==> config.mk <==
export PLATFORM = sky130hd
export DESIGN_NAME = config_startup_sequencer
export DESIGN_NICKNAME = d
export VERILOG_FILES = /design/src/startup_pkg.sv /design/src/startup_link_if.sv /design/src/step_source_select.sv /design/src/complete_input_stage.sv /design/src/config_startup_sequencer.sv
export VERILOG_INCLUDE_DIRS = /design/src
export SDC_FILE = /design/constraint.sdc
export NUM_CORES = 1
export LEC_CHECK = 0
export ABC_AREA = 1
export ABC_CLOCK_PERIOD_IN_PS = 2400
export BUFFER_PORTS_ARGS = -buffer_cell sky130_fd_sc_hd__buf_2
export CELL_PAD_IN_SITES_DETAIL_PLACEMENT = 0
export CELL_PAD_IN_SITES_GLOBAL_PLACEMENT = 2
export CORE_ASPECT_RATIO = 0.5
export CORE_UTILIZATION = 30
export DETAILED_ROUTE_END_ITERATION = 10
export PLACE_DENSITY_LB_ADDON = 0.05
export SYNTH_ARGS = -nofsm -noshare
export SYNTH_HDL_FRONTEND = slang
export SYNTH_SLANG_ARGS = --single-unit
==> constraint.sdc <==
create_clock -name ref_clk -period 2.4 [get_ports ref_clk]
set_input_delay 0.12 -clock ref_clk [delete_from_list [all_inputs] [get_ports ref_clk]]
set_output_delay 0.12 -clock ref_clk [all_outputs]
set_load 0.005 [all_outputs]
==> src/startup_defs.svh <==
/*
  Constants of the start-up sequencer: phase codes, selector codes, defaults.
  Assumes it is included by its bare name wherever the codes are needed.
*/
// Contract
// - Write-enable phase 1..6, default 6, enables storage
// - Write-enable wait mode holds until completion high
// - Retain code keeps current write-enable phase
// - Output-release phase 1..6, default 5, frees outputs
// - Output-release wait mode holds until completion high
// - Retain code keeps current output-release phase
// - No-lock-wait default ignores clock manager locks
// - Lock phase 0..6 stalls until flagged locks
// - Passive mode releases completion pin, pull-up lifts
// - Active mode drives completion pin high
// - Pipeline off: completion input unregistered
// - Pipeline on: one register stage inserted
// - Pipeline on: release on first step after high
// - Completion phase 1..6, default 4, releases pin
// - Step clock: config, fabric or test clock
// - Default: hold released after completion, enable after
`ifndef STARTUP_DEFS_SVH
`define STARTUP_DEFS_SVH

`define PHASE_W          3
`define PHASE_FIRST      3'h0
`define PHASE_LAST_SEL   3'h6
`define PHASE_END        3'h7
`define SEL_KEEP         3'h0
`define SEL_WAIT_DONE    3'h7
`define LOCK_NO_WAIT     3'h7
`define WE_PHASE_RESET   3'h6
`define OR_PHASE_RESET   3'h5
`define CP_PHASE_RESET   3'h4
`define LOCK_SEL_RESET   3'h7

`endif

==> src/startup_pkg.sv <==
/*
  Types shared by the start-up sequencer modules.
  Assumes nothing of its surroundings.
*/
`default_nettype none
package startup_pkg;
  typedef enum logic [1:0] {seq_clk_config, seq_clk_fabric, seq_clk_jtag} seq_clk_e;
  typedef enum logic [1:0] {st_idle, st_run, st_user} seq_state_e;
endpackage : startup_pkg
`default_nettype wire

==> src/startup_link_if.sv <==
/*
  Carrier between the sequencer and its step and completion-input helpers.
  Assumes all parties run on the same ref_clk.
*/
`timescale 1ns/10ps
`default_nettype none
interface startup_link_if;
  import startup_pkg::*;
  seq_clk_e clk_sel;
  logic     step;
  logic     pipe_en;
  logic     pin_in;
  logic     complete_seen;

  modport tick (input clk_sel, output step);
  modport cin  (input pipe_en, input pin_in, output complete_seen);
  modport seq  (output clk_sel, input step, output pipe_en, output pin_in,
                input complete_seen);
endinterface : startup_link_if
`default_nettype wire

==> src/step_source_select.sv <==
/*
  Picks the selected start-up clock and turns its rising edge into a step.
  Assumes the three clock sources are levels synchronous to ref_clk.
*/
`timescale 1ns/10ps
`default_nettype none
module step_source_select
  import startup_pkg::*;
(
  input  wire logic     ref_clk,
  input  wire logic     reset,
  input  wire logic     config_clock,
  input  wire logic     fabric_clock_source,
  input  wire logic     jtag_tck,
  startup_link_if.tick  link
);
  logic src;
  logic src_q;

  always_comb
  begin
    case (link.clk_sel)
      seq_clk_config: src = config_clock;
      seq_clk_fabric: src = fabric_clock_source;
      seq_clk_jtag:   src = jtag_tck;
      default:        src = config_clock;
    endcase
  end

  always_ff @(posedge ref_clk)
  begin
    if (reset)
      src_q <= 1'b0;
    else
      src_q <= src;
  end

  assign link.step = src & ~src_q;
endmodule : step_source_select
`default_nettype wire

==> src/complete_input_stage.sv <==
/*
  Completion-pin input path, direct or through one register stage.
  Assumes the pin level is synchronous to ref_clk.
*/
`timescale 1ns/10ps
`default_nettype none
module complete_input_stage
(
  input  wire logic    ref_clk,
  input  wire logic    reset,
  startup_link_if.cin  link
);
  logic pin_q;

  always_ff @(posedge ref_clk)
  begin
    if (reset)
      pin_q <= 1'b0;
    else
      pin_q <= link.pin_in;
  end

  assign link.complete_seen = link.pipe_en ? pin_q : link.pin_in;
endmodule : complete_input_stage
`default_nettype wire

==> src/config_startup_sequencer.sv <==
/*
  Start-up sequencer: counts phases on the selected start-up clock, releases the
  completion pin, the output hold and the global write enable at programmed phases.
  Assumes settings are applied with load_settings before start, and that the
  completion line is wired-AND with a pull-up among the devices of the chain.
*/
`timescale 1ns/10ps
`default_nettype none
`include "startup_defs.svh"
module config_startup_sequencer
  import startup_pkg::*;
#(
  parameter int N_CLKMGR = 4
)
(
  input  wire logic                  ref_clk,
  input  wire logic                  reset,
  input  wire logic                  config_clock,
  input  wire logic                  fabric_clock_source,
  input  wire logic                  jtag_tck,
  input  wire seq_clk_e              sequencer_clock_select,
  input  wire logic                  load_settings,
  input  wire logic [`PHASE_W-1:0]   write_enable_phase_sel,
  input  wire logic [`PHASE_W-1:0]   output_release_phase_sel,
  input  wire logic [`PHASE_W-1:0]   complete_phase_sel,
  input  wire logic [`PHASE_W-1:0]   lock_wait_phase_sel,
  input  wire logic                  complete_active_drive,
  input  wire logic                  complete_input_pipeline,
  input  wire logic                  start,
  input  wire logic [N_CLKMGR-1:0]   clock_lock_flag,
  input  wire logic [N_CLKMGR-1:0]   lock_wait_enable,
  input  wire logic                  complete_pin_in,
  output logic                       complete_pin_out,
  output logic                       complete_pin_oe,
  output logic                       global_output_hold,
  output logic                       global_write_enable,
  output logic                       block_ram_enable,
  output logic [`PHASE_W-1:0]        phase,
  output logic                       startup_done
);
  startup_link_if link ();

  seq_state_e          state_q;
  logic [`PHASE_W-1:0] phase_q;
  logic [`PHASE_W-1:0] we_sel_q;
  logic [`PHASE_W-1:0] or_sel_q;
  logic [`PHASE_W-1:0] cp_sel_q;
  logic [`PHASE_W-1:0] lock_sel_q;
  seq_clk_e            clk_sel_q;
  logic                active_q;
  logic                pipe_q;
  logic                cp_released_q;
  logic                hold_q;
  logic                we_q;
  logic                bram_q;
  logic                done_q;
  logic                all_clock_lock_flag;
  logic                lock_stall;
  logic                done_stall;
  logic                advance;
  logic                or_fire;
  logic                we_fire;

  // A programmed phase code fires when the counter stands on it
  function automatic logic phase_hit(input logic [`PHASE_W-1:0] ph,
                                     input logic [`PHASE_W-1:0] sel);
    phase_hit = (sel != `SEL_WAIT_DONE) && (ph == sel);
  endfunction : phase_hit

  // Selector update, keeping the old value for the retain code
  function automatic logic [`PHASE_W-1:0] sel_update(input logic [`PHASE_W-1:0] cur,
                                                     input logic [`PHASE_W-1:0] nxt);
    sel_update = (nxt == `SEL_KEEP) ? cur : nxt;
  endfunction : sel_update

  assign link.clk_sel = clk_sel_q;
  assign link.pipe_en = pipe_q;
  assign link.pin_in  = complete_pin_in;

  step_source_select u_step
  (
    .ref_clk             (ref_clk),
    .reset               (reset),
    .config_clock        (config_clock),
    .fabric_clock_source (fabric_clock_source),
    .jtag_tck            (jtag_tck),
    .link                (link)
  );

  complete_input_stage u_cin
  (
    .ref_clk (ref_clk),
    .reset   (reset),
    .link    (link)
  );

  // Settings
  always_ff @(posedge ref_clk)
  begin
    if (reset)
    begin
      we_sel_q   <= `WE_PHASE_RESET;
      or_sel_q   <= `OR_PHASE_RESET;
      cp_sel_q   <= `CP_PHASE_RESET;
      lock_sel_q <= `LOCK_SEL_RESET;
      clk_sel_q  <= seq_clk_config;
      active_q   <= 1'b0;
      pipe_q     <= 1'b0;
    end
    else if (load_settings && state_q == st_idle)
    begin
      we_sel_q   <= sel_update(we_sel_q, write_enable_phase_sel);
      or_sel_q   <= sel_update(or_sel_q, output_release_phase_sel);
      cp_sel_q   <= (complete_phase_sel == `SEL_KEEP || complete_phase_sel == `PHASE_END)
                    ? cp_sel_q : complete_phase_sel;
      lock_sel_q <= lock_wait_phase_sel;
      clk_sel_q  <= sequencer_clock_select;
      active_q   <= complete_active_drive;
      pipe_q     <= complete_input_pipeline;
    end
  end

  assign all_clock_lock_flag = &(clock_lock_flag | ~lock_wait_enable);
  assign lock_stall = (lock_sel_q != `LOCK_NO_WAIT) && (phase_q == lock_sel_q)
                      && !all_clock_lock_flag;
  assign done_stall = (phase_q == `PHASE_LAST_SEL) && !link.complete_seen
                      && ((we_sel_q == `SEL_WAIT_DONE && !we_q)
                          || (or_sel_q == `SEL_WAIT_DONE && hold_q));
  assign advance    = (state_q == st_run) && link.step && !lock_stall && !done_stall;
  assign or_fire    = (state_q == st_run) && link.step && !lock_stall
                      && (or_sel_q == `SEL_WAIT_DONE ? link.complete_seen
                          : phase_hit(phase_q, or_sel_q));
  assign we_fire    = (state_q == st_run) && link.step && !lock_stall
                      && (we_sel_q == `SEL_WAIT_DONE ? link.complete_seen
                          : phase_hit(phase_q, we_sel_q));

  // Sequence state and phase counter
  always_ff @(posedge ref_clk)
  begin
    if (reset)
    begin
      state_q <= st_idle;
      phase_q <= `PHASE_FIRST;
    end
    else
    begin
      case (state_q)
        st_idle:
        begin
          phase_q <= `PHASE_FIRST;
          if (start)
            state_q <= st_run;
        end
        st_run:
        begin
          if (advance && phase_q != `PHASE_END)
            phase_q <= phase_q + 3'h1;
          if (phase_q == `PHASE_END && !hold_q && we_q && cp_released_q)
            state_q <= st_user;
        end
        st_user:
          state_q <= st_user;
        default:
          state_q <= st_idle;
      endcase
    end
  end

  // Completion pin release
  always_ff @(posedge ref_clk)
  begin
    if (reset)
      cp_released_q <= 1'b0;
    else if (state_q == st_run && link.step && !lock_stall && phase_hit(phase_q, cp_sel_q))
      cp_released_q <= 1'b1;
  end

  always_ff @(posedge ref_clk)
  begin
    if (reset)
    begin
      complete_pin_out <= 1'b0;
      complete_pin_oe  <= 1'b1;
    end
    else if (cp_released_q)
    begin
      complete_pin_out <= active_q;
      complete_pin_oe  <= active_q;
    end
    else
    begin
      complete_pin_out <= 1'b0;
      complete_pin_oe  <= 1'b1;
    end
  end

  // Output hold and write enable
  always_ff @(posedge ref_clk)
  begin
    if (reset)
      hold_q <= 1'b1;
    else if (or_fire)
      hold_q <= 1'b0;
  end

  always_ff @(posedge ref_clk)
  begin
    if (reset)
    begin
      we_q   <= 1'b0;
      bram_q <= 1'b0;
    end
    else if (we_fire)
    begin
      we_q   <= 1'b1;
      bram_q <= 1'b1;
    end
  end

  always_ff @(posedge ref_clk)
  begin
    if (reset)
      done_q <= 1'b0;
    else
      done_q <= (state_q == st_user);
  end

  assign global_output_hold  = hold_q;
  assign global_write_enable = we_q;
  assign block_ram_enable    = bram_q;
  assign phase               = phase_q;
  assign startup_done        = done_q;
endmodule : config_startup_sequencer
`default_nettype wire

* Yosys cells after proc, flatten, opt, wreduce, memory -nomap -nowiden
Index checks and enable logic that the tools add are counted.
** Storage, ports and cells
- Register bits :: 29
- Input port bits :: 32
- Output and inout bits :: 9
** Operators by class
- $add $sub $neg :: 1
- Muxes and demuxes :: 9
- Eq/ne operators :: 21
- Reductions and logical operators :: 40
- Bitwise gates (word level) :: 8
** Operator list (count)
- $logic_and A1 B1 Y1 :: 20
- $eq A3 B3 Y1 const B :: 5
- $ne A3 B3 Y1 const B :: 5
- $eq A3 B3 Y1 :: 4
- $reduce_and A2 Y1 :: 5
- $logic_not A3 Y1 :: 3
- $logic_not A1 Y1 :: 6
- $pmux W2 S3 :: 1
- $pmux W3 S2 :: 1
- $not A1 Y1 :: 5
- $eq A2 B1 Y1 const B :: 2
- $eq A2 B2 Y1 const B :: 2
- $mux W2 :: 2
- $ne A2 B1 Y1 const B :: 2
- $not A4 Y4 :: 1
- $or A4 B4 Y4 :: 1
- $reduce_and A4 Y1 :: 1
- $add A3 B1 Y3 const B :: 1
- $mux W1 :: 3
- $mux W3 :: 1
- $logic_not A2 Y1 :: 1
- $logic_or A1 B1 Y1 :: 2
- $ne A2 B2 Y1 const B :: 1
- $pmux W1 S2 :: 1
- other kinds (3) :: 3

* Longest topological paths before layout
Gate-level depths: netlist of the first run.
- Word-level depth :: 11
- Mapped depth :: 10
- Mapped depth without buffers :: 10

* Cells and area by module
Synthesis of the first run repeated with hierarchy kept, for this count alone.
** Unflattened totals
- Cells, all modules :: 204
- Area total of the unflattened synthesis :: 1517.7 um^2
** Modules (own cells, without submodules)
- config_startup_sequencer :: area each 1386.3 um^2, sequential area each 540.5 um^2, cells an instance 184, instances 1
- step_source_select :: area each 86.3 um^2, sequential area each 20.0 um^2, cells an instance 13, instances 1
- complete_input_stage :: area each 45.0 um^2, sequential area each 20.0 um^2, cells an instance 7, instances 1

* Worst setup path before layout of the first run
No wires, ideal clock.
- Path type :: register to register
- From :: reg phase_q[0] (netlist: phase[0])
- To :: reg state_q[0]
- Stages on the path, launching flop included :: 8
- Arrival time :: 1.331 ns
- Buffers on the path :: 0
- Setup slack :: 0.940 ns
- Data required time :: 2.271 ns
- Path through :: dfxtp_1 > ha_1 > ha_1 > nand2_1 > o31ai_1 > o21ai_0 > o21ai_0 > a21oi_1
** Between the ends
- Cells in the longest elaborated chain, start to end :: 6
** RTL lines
- start: declaration :: RTL line config_startup_sequencer.sv:44 : logic [`PHASE_W-1:0] phase_q;
- start signal: assignment :: RTL line config_startup_sequencer.sv:143 : phase_q <= `PHASE_FIRST;
- start signal: assignment :: RTL line config_startup_sequencer.sv:150 : phase_q <= `PHASE_FIRST;
- start signal: assignment :: RTL line config_startup_sequencer.sv:157 : phase_q <= phase_q + 3'h1;
- $eq A3 B3 Y1 (no source line)
- $logic_and A1 B1 Y1 (3 in series) :: RTL line config_startup_sequencer.sv:158 : if (phase_q == `PHASE_END && !hold_q && we_q && cp_released_q)
- $ne A2 B1 Y1 (no source line)
- $reduce_and A2 Y1 (no source line)
- end signal: assignment :: RTL line config_startup_sequencer.sv:159 : state_q <= st_user;
- end signal: assignment :: RTL line config_startup_sequencer.sv:162 : state_q <= st_user;
- end signal: assignment :: RTL line config_startup_sequencer.sv:164 : state_q <= st_idle;
- end: declaration :: RTL line config_startup_sequencer.sv:43 : seq_state_e state_q;
No other way between the ends.
A chain may end at the register's enable or synchronous reset.

* Final worst setup path of the first run
- From :: reg state_q[0]
- To :: reg cp_sel_q[2]
** Between the ends
- Cells in the longest elaborated chain, start to end :: 3
** RTL lines
- start signal: assignment :: RTL line config_startup_sequencer.sv:142 : state_q <= st_idle;
- start signal: assignment :: RTL line config_startup_sequencer.sv:152 : state_q <= st_run;
- start signal: assignment :: RTL line config_startup_sequencer.sv:159
- $logic_not A2 Y1 :: RTL line config_startup_sequencer.sv:110 : else if (load_settings && state_q == st_idle)
- $logic_and A1 B1 Y1 :: RTL line config_startup_sequencer.sv:110
- $reduce_and A2 Y1 (no source line)
- end signal: assignment :: RTL line config_startup_sequencer.sv:104 : cp_sel_q <= `CP_PHASE_RESET;
- end signal: assignment :: RTL line config_startup_sequencer.sv:114 : cp_sel_q <= (complete_phase_sel == `SEL_KEEP || complete_phase_sel == `PHASE_END)
- end: declaration :: RTL line config_startup_sequencer.sv:47 : logic [`PHASE_W-1:0] cp_sel_q;
No other way between the ends.

==> results.json, run 1 <==
{
  "status": "finished, final reports clean",
  "crit_buf_inv": 3,
  "setup_viol": 0,
  "grt_max_degree": 19,
  "hold_ws_ns": 0.0540,
  "die_width_um": 102,
  "netlist_instances": 201,
  "post-route-period-util_pct": 73.2,
  "nNetsFinal": 282,
  "core_area_um2": 4590,
  "post-place-ws_ns": 0.637,
  "cp_slowest_cell": "dfxtp_1",
  "finalInstanceArea_um2": 1810,
  "grt_pass1_vias": 1155,
  "holdBufCountCts": 0,
  "grt_pass1_wl_um": 5680,
  "grt_overflow": 0,
  "drv_cap": 0,
  "crit_family": "buffers and inverters",
  "rsz0062_at_grt": "no",
  "irDropWorstVdd_uv": 262,
  "dpl_cell_area_um2": 1720,
  "met2WireLength_um": 1300,
  "chipHeight_um": 52.0,
  "syn_area_um2": 1500,
  "p_int_mw": 1.00,
  "syn2layout_area_growth_pct": 20.7,
  "drc": 0,
  "first_iter_violations": 31,
  "hold_start": "complete_pin_in",
  "start_util_pct": 32.6,
  "comb_power_share_pct": 31.8,
  "synth-main-ff-cell": "dfxtp_1",
  "setup_ws_ns": 0.642,
  "final-seq-area_um2": 581,
  "die_area_um2": 5300,
  "gp_congestion": 0.720,
  "crit_fanout": 14,
  "dr_total_vias": 1352,
  "r2r_end": "cp_sel_q[2]",
  "critical_path_depth": 9,
  "yosysWarningCount": 0,
  "rows": 17,
  "io_pins": 41,
  "multi_input_area_um2": 751,
  "cts_tree": "built",
  "final_common_cell": "nand2_1",
  "crit_arrival_ns": 1.89,
  "ctsResizeCount": 0,
  "cp-start-kind": "register",
  "tightest_slew_ns": 0.586,
  "met1_length_um": 1960,
  "nFillCells": 526,
  "max_slew_margin_pct": 60.9,
  "clkLatencyLatePin_ns": 0.28,
  "clk_pin_slew_worst_paths_ns": 0.06,
  "synth_seq_area_share_pct": 38.7,
  "diodes": 0,
  "cts_root_buf": "clkbuf_8",
  "ant_nets": 0,
  "slowest_delay_ns": 0.31,
  "crit_end": "cp_sel_q[2]",
  "final_cell_mix": "nand2_1, buf_2, dfxtp_1",
  "antenna_found_initial": 0,
  "hold_class": "input port to register",
  "regToRegSetupSlack_ns": 0.64,
  "fmax_ghz": 0.569,
  "hpwlAfterDp_um": 2720,
  "highest_layer": "met4",
  "slew_violations": 0,
  "via_per_inst": 4.39,
  "cts.sinks": 29,
  "synth_edf_count": 0,
  "critPathKind": "register to register",
  "cts_made_buffers": 5,
  "clk_path_buf_depth": 2,
  "finalHoldViolCount": 0,
  "static-leakage-power_nw": 0.872,
  "cts-htree-levels": 2,
  "finalCriticalPeriod_ns": 1.76,
  "routedWlPerCell_um": 11.6,
  "portBuffers": 40,
  "wirelength_um": 3560,
  "wl_met3_um": 273,
  "drt_first_pass_iters": 4,
  "ys_types": 25,
  "skew_ns": 0.0101,
  "critPathRequiredTime_ns": 2.53,
  "worstRegToRegCells": 9,
  "fin_util_pct": 39.4,
  "synth_nets": 241,
  "p_clk_share_pct": 26.2,
  "post_cts_buffers": 0,
  "layout-drive-gt1-share_pct": 22.7,
  "crit_path_end_kind": "register",
  "avgSynthCellArea_um2": 7.46,
  "seqPwrFrac_pct": 42.0,
  "r2r_start": "state_q[0]",
  "gr-usage-all-layers_pct": 14.9,
  "path_cells": "inv_1, ha_1, nand2_2, inv_2, nand2_1, a31oi_1, inv_1, nand2_1, o211ai_1",
  "ys_seq_elements": 29,
  "switching_share_pct": 35.5,
  "tns_ns": 0,
  "p_per_area_nw_per_um2": 859,
  "critPathLaunch": "state_q[0]",
  "p_sw_mw": 0.553,
  "async_flop_share_pct": 0
}
==> per-layer routing <==
layer  vias to the layer above  track usage (%)
met2                        40             20.6
met4                         0             4.29
li1                        730                -
met1                       578             21.3
met5                         -                0
met3                         4             5.38
==> registers in the layout (all words and copies together), names as in the netlist, 2 cells and up <==
name,cells
phase,3
clk_sel_q,2
lock_sel_q,3
or_sel_q,3
we_sel_q,3
cp_sel_q,3
state_q,2
==> power by group through the flow <==
stage / Clock [mW] / Sequential, mW / Combinational, mW
global route: 0.440 / 0.669 / 0.579
detailed placement: 0 / 0.663 / 0.498
floorplan: 0 / 0.646 / 0.388
finish: 0.407 / 0.653 / 0.495
CTS: 0.417 / 0.654 / 0.501
global placement: 0 / 0.661 / 0.494
==> metrics by stage <==
stage / total power, mW / cells
after floorplan: 1.03 / 201
after global placement: 1.15 / 301
after detailed placement: 1.16 / 301
after CTS: 1.57 / 308
after global routing: 1.69 / 308
final: 1.55 / 308
==> cell type report <==
| type | instances | area share, % |
|---|---|---|
| Timing Repair Buffer | 40 | 11.1 |
| Sequential cell | 29 | 32.1 |
| Multi-Input combinational cell | 137 | 41.5 |
| Clock buffer | 7 | 4.77 |
| Inverter | 29 | 6.02 |
| Tap cell | 66 | 4.56 |
==> cells by family after synthesis <==
| kind of cell | share of synthesized area (%) |
|---|---|
| simple gates | 24.0 |
| fa+ha+maj | 6.68 |
| compound gates | 15.4 |
| flops | 38.7 |
| buf+inv | 11.2 |
| xor+xnor | 4.09 |
==> worst register-to-register path: stages (launching register included) <==
cell and delay [ns]:
dfxtp_1 0.31, inv_1 0.10, ha_1 0.22, nand2_2 0.17, inv_2 0.23, nand2_1 0.11
a31oi_1 0.22, inv_1 0.11, nand2_1 0.07, o211ai_1 0.07
==> cell usage after synthesis (all sizes together) (3+ instances only) <==
cell type | instances | area, µm²
nand2 | 49 | 191
dfxtp | 29 | 581
inv | 29 | 109
a21oi | 15 | 78.8
nand3 | 15 | 80.1
o21ai | 14 | 70.1
nor2 | 10 | 37.5
ha | 8 | 100
a22oi | 4 | 30.0
buf | 4 | 41.3
nand4 | 4 | 25.0
xnor2 | 4 | 35.0
o211ai | 3 | 22.5
o31ai | 3 | 22.5
xor2 | 3 | 26.3
==> worst min path at each step <==
stage                    end  slack, ns  depth (start not counted)
6_report         u_cin.pin_q       0.05                          3
5_1_grt        lock_sel_q[2]       0.06                          3
4_1_cts          u_cin.pin_q       0.05                          3
3_5_place_dp   lock_sel_q[2]       0.35                          3
3_3_place_gp   lock_sel_q[2]       0.34                          3
2_1_floorplan  cp_released_q       0.22                          1
Note: power is estimated with default switching activity, not from simulation.
==> inputs of run 2 (changes only) <==
- ABC_AREA: 1 -> 0
- ABC_CLOCK_PERIOD_IN_PS: 2400 -> 1700
- clock period: 2.4 -> 1.7 ns (I/O delays scaled with it)
==> run 2 against run 1 <==
Against the previous run:
- register-to-register slack got worse by 0.59 ns
- routed wire length increased by 4.8%
- largest power group unchanged
- combinational power increased by 7.7%
- via count increased by 2.0%
- maximum frequency increased by 6.5%
- first-iteration DRC count increased by 16%
==> results.json, run 2 <==
{
  "ys_types": 38,
  "routedWlPerCell_um": 12.5,
  "gp_congestion": 0.692,
  "fmax_ghz": 0.606,
  "p_clk_share_pct": 29.0,
  "grt_pass1_vias": 1205,
  "synth_edf_count": 0,
  "synth_compound_area_share_pct": 19.7,
  "finalHoldViolCount": 0,
  "fin_util_pct": 39.8,
  "critPathRequiredTime_ns": 1.87,
  "p_sw_mw": 0.599,
  "post-place-ws_ns": 0.0177,
  "gr-usage-all-layers_pct": 14.7,
  "nNetsFinal": 268,
  "final_common_cell": "buf_2",
  "worstRegToRegCells": 7,
  "synth_seq_area_share_pct": 37.5,
  "cts_made_buffers": 5,
  "nFillCells": 526,
  "tns_ns": 0,
  "crit_arrival_ns": 1.82,
  "post_cts_buffers": 0,
  "comb_power_share_pct": 27.9,
  "setup_viol": 0,
  "yosysWarningCount": 0,
  "chipHeight_um": 52.8,
  "hold_start": "lock_wait_phase_sel[1]",
  "drc": 0,
  "hold_depth": 3,
  "wirelength_um": 3730,
  "die_width_um": 104,
  "critPathKind": "register to register",
  "cts_root_buf": "clkbuf_8",
  "hold_ws_ns": 0.0142,
  "first_iter_violations": 36,
  "switching_share_pct": 31.3,
  "seqPwrFrac_pct": 43.1,
  "max_slew_margin_pct": 64.2,
  "p_int_mw": 1.31,
  "die_area_um2": 5470,
  "clk_path_buf_depth": 2,
  "synth_top_family_by_area": "simple AND/OR/NAND/NOR gates",
  "drt_first_pass_iters": 4,
  "syn2layout_area_growth_pct": 27.3,
  "slew_violations": 0,
  "grt_pass1_wl_um": 5940,
  "setup_ws_ns": 0.0500,
  "start_util_pct": 31.3,
  "final_cell_mix": "buf_2, dfxtp_1, nand2_1",
  "synthAdderAreaFrac_pct": 6.46,
  "drv_cap": 0,
  "hold_class": "input port to register",
  "regToRegSetupSlack_ns": 0.05,
  "synth-main-ff-cell": "dfxtp_1",
  "r2r_start": "clk_sel_q[0]",
  "grt_max_degree": 30,
  "crit_fanout": 4,
  "clkLatencyLatePin_ns": 0.28,
  "yosysMostFrequentCell": "dfxtp_1",
  "skew_ns": 0.00319,
  "avgSynthCellArea_um2": 8.61,
  "synth-simple-area-share_pct": 21.7,
  "ys_seq_elements": 29,
  "irDropWorstVdd_uv": 321,
  "synth_top_area_share_pct": 37.5,
  "post-route-period-util_pct": 97.1,
  "r2r_end": "global_output_hold",
  "dr_total_vias": 1379,
  "diodes": 0,
  "status": "finished, final reports clean",
  "cts-htree-levels": 2,
  "rsz0062_at_grt": "yes",
  "layout-drive-gt1-share_pct": 31.4,
  "core_area_um2": 4950,
  "rows": 18,
  "io_pins": 41,
  "muxShareOfSynthArea_pct": 3.23,
  "static-leakage-power_nw": 0.855,
  "cp-start-kind": "register",
  "hpwlAfterDp_um": 2850,
  "grt_overflow": 0,
  "ant_nets": 0,
  "netlist_instances": 180,
  "synth.top_cells.by_area": "dfxtp_1, ha_1, nand2_1",
  "via_per_inst": 4.61,
  "async_flop_share_pct": 0,
  "portBuffers": 40,
  "clk_pin_slew_worst_paths_ns": 0.06,
  "cts_tree": "built",
  "antenna_found_initial": 0,
  "finalCriticalPeriod_ns": 1.65,
  "synth_nets": 220,
  "p_per_area_nw_per_um2": 970,
  "yosysTopAreaCell": "dfxtp_1",
  "netlist_top_cells_count": "dfxtp_1, nand2_1, nor2_1",
  "cts.sinks": 29,
  "syn_area_um2": 1550,
  "min_to": "lock_sel_q[1]",
  "crit_path_end_kind": "register",
  "tightest_slew_ns": 0.523,
  "synth-xor-area-share_pct": 5.49
}
-- run 2: worst max path at each step --
stage	endpoint	slack, ns	cells past startpoint	startpoint
after global placement	global_output_hold	0.04	7	clk_sel_q[0]
after global routing	global_output_hold	-0.08	7	clk_sel_q[0]
final	global_output_hold	0.05	7	clk_sel_q[0]
after floorplan	global_output_hold	0.10	7	clk_sel_q[0]
after detailed placement	global_output_hold	0.02	7	clk_sel_q[0]
after CTS	global_output_hold	0.01	7	clk_sel_q[0]
-- run 2: what timing repair did --
item	in CTS	in global routing
gates resized for setup	0	7
setup endpoints to repair	0	9
endpoints found under the hold margin	0	0
hold buffers	0	0
-- run 2: cell type report --
class / count / area, µm² / area share, %
clock buffers: 8 / 80.1 / 4.06
multi-input cells: 131 / 901 / 45.7
flip-flops and latches: 29 / 583 / 29.6
well taps: 70 / 87.6 / 4.44
inverters: 10 / 37.5 / 1.90
repair buffers: 51 / 283 / 14.3
-- run 2: per-layer routing --
layer | GRT usage, % | wire length [µm] | vias to the layer above
li1 | - | - | 715
met1 | 20.1 | 2000 | 635
met2 | 21.8 | 1560 | 26
met3 | 4.97 | 150 | 3
met4 | 4.35 | 19 | 0
met5 | 0 | 0 | -
-- run 2: logic make-up (layout without fill, tap and decap cells) --
| family | after synthesis | in the layout |
|---|---|---|
| and+or+nand+nor | 67 | 67 |
| AOI/OAI and AO/OA | 43 | 43 |
| DFF | 29 | 29 |
| buffers and inverters | 20 | 69 |
| adders and majority gates | 8 | 8 |
| xor gates and xnor gates | 8 | 8 |
| muxes | 5 | 5 |
-- run 2: stage by stage --
step	instances	power [mW]	area [µm²]
after global routing	299	2.07	1970
after detailed placement	291	1.36	1870
after global placement	291	1.36	1870
final	299	1.91	1970
after floorplan	180	1.17	1550
after CTS	299	1.92	1950
-- run 2: worst max-delay path, cell delays in order, from the launching register on --
cell      delay, ns
dfxtp_2        0.33
inv_2          0.04
ha_4           0.25
a221o_1        0.13
nand4b_1       0.16
a31oi_4        0.27
nor2_1         0.07
or3_1          0.29
-- run 2: power by group through the flow --
stage	sequential, mW	combinational [mW]	clock, mW
6_report	0.825	0.533	0.555
5_1_grt	0.837	0.613	0.616
4_1_cts	0.823	0.521	0.580
3_5_place_dp	0.838	0.519	0
3_3_place_gp	0.839	0.517	0
2_1_floorplan	0.824	0.344	0
==> inputs of run 3 (changes only) <==
- ABC_AREA: 0 -> 1
- BUFFER_PORTS_ARGS: -buffer_cell sky130_fd_sc_hd__buf_2 -> unset
- CORE_UTILIZATION: 30 -> 36
- CTS_BUF_LIST: unset -> sky130_fd_sc_hd__clkbuf_8
- DONT_BUFFER_PORTS: unset -> 1
==> run 3 against run 2 <==
Against the previous run:
- hold slack worse by 0.0029 ns
- critical path depth up 3
- core utilization up 5.8 points
- via count down 5.6%
- cell count down 7.7%
- die area down 19%
==> results.json, run 3 (synthesis results as in run 1) <==
{
  "p_total_mw": 2.28,
  "gr-usage-all-layers_pct": 16.7,
  "slowest_delay_ns": 0.34,
  "clk_path_buf_depth": 2,
  "critPathKind": "register to register",
  "cts_tree": "built",
  "grt_pass1_vias": 1021,
  "first_iter_violations": 35,
  "start_util_pct": 38.0,
  "io_pins": 41,
  "chipHeight_um": 47.6,
  "slew_violations": 0,
  "diodes": 0,
  "critPathRequiredTime_ns": 1.87,
  "path_cells": "inv_1, ha_1, inv_1, nand3_1, o21ai_0, nor2_1, buf_4, nand3_2, a21oi_1, nor2_1",
  "max_slew_margin_pct": 59.3,
  "setup_ws_ns": 0.0770,
  "clk_pin_slew_worst_paths_ns": 0.07,
  "tns_ns": 0,
  "grt_max_degree": 19,
  "hold_ws_ns": 0.0113,
  "finalCriticalPeriod_ns": 1.62,
  "clkLatencyLatePin_ns": 0.28,
  "crit_fanout": 4,
  "irDropWorstVdd_uv": 563,
  "core_area_um2": 3940,
  "drt_first_pass_iters": 4,
  "post-route-period-util_pct": 95.5,
  "status": "finished, final reports clean",
  "hpwlAfterDp_um": 2700,
  "post-place-ws_ns": 0.0710,
  "tightest_slew_ns": 0.610,
  "syn2layout_area_growth_pct": 19.9,
  "fmax_ghz": 0.616,
  "grt_pass1_wl_um": 5240,
  "antenna_found_initial": 0,
  "dpl_cell_area_um2": 1540,
  "final_cell_mix": "nand2_1, dfxtp_1, inv_1",
  "cp_slowest_cell": "dfxtp_1",
  "cts_root_buf": "clkbuf_8",
  "skew_ns": 0.00939,
  "grt_overflow": 0,
  "layout-drive-gt1-share_pct": 10.4,
  "final_common_cell": "nand2_1",
  "finalInstanceArea_um2": 1800,
  "crit_buf_inv": 3,
  "crit_arrival_ns": 1.79,
  "hold_class": "input port to register",
  "crit_family": "simple AND/OR/NAND/NOR gates",
  "portBuffers": 0,
  "routedWlPerCell_um": 13.1,
  "ant_nets": 0,
  "p_per_area_nw_per_um2": 1270,
  "drc": 0,
  "crit_path_end_kind": "register",
  "cp-start-kind": "register",
  "dr_total_vias": 1302,
  "setup_viol": 0,
  "wirelength_um": 3620,
  "static-leakage-power_nw": 0.801,
  "rows": 16,
  "cts-htree-levels": 2,
  "nNetsFinal": 261,
  "finalHoldViolCount": 0,
  "drv_cap": 0,
  "cts_made_buffers": 5,
  "die_width_um": 93.3,
  "cts.sinks": 29,
  "via_per_inst": 4.72,
  "gp_congestion": 0.691,
  "die_area_um2": 4440
}
run 3: timing repair:
item	4_1_cts	5_1_grt
hold buffers	14	0
buffers inserted	0	1
gates resized for setup	0	3
endpoints found under the setup margin	0	11
hold endpoints to repair	19	0
run 3: per-stage QoR:
stage	cells	util, %
finish	276	45.6
global route	276	45.6
CTS	275	45.1
detailed placement	253	39.0
global placement	253	39.0
floorplan	201	-
run 3: path summary, 6_finish.rpt:
path / startpoint / to / slack (ns) / cells after the start
setup / recovery: clk_sel_q[0] / phase[0] / 0.08 / 10
hold reg to reg: cp_released_q / complete_pin_oe / 0.42 / 1
hold / removal: complete_input_pipeline / link.pipe_en / 0.01 / 2
setup reg to reg: clk_sel_q[0] / phase[0] / 0.08 / 10
run 3: cell type report:
| cell class | instances | area, µm² |
|---|---|---|
| Tap cell | 54 | 67.6 |
| Sequential cell | 29 | 581 |
| Timing Repair Buffer | 19 | 178 |
| Inverter | 29 | 114 |
| Clock buffer | 7 | 96.3 |
| Multi-Input combinational cell | 137 | 757 |
| Clock inverter | 1 | 5.00 |
| Fill cell | 406 | 2150 |
run 3: where the power goes:
part	switching (mW)	internal [mW]
Clock	0.269	0.366
Sequential	0.107	0.817
Combinational	0.431	0.292
Total	0.807	1.48
run 3: per-layer routing:
metal / vias up / GRT usage [%] / routed length (µm)
met5: - / 0 / 0
met4: 0 / 4.62 / 0
li1: 691 / - / -
met1: 570 / 24.6 / 1950
met3: 0 / 6.35 / 275
met2: 41 / 22.2 / 1390
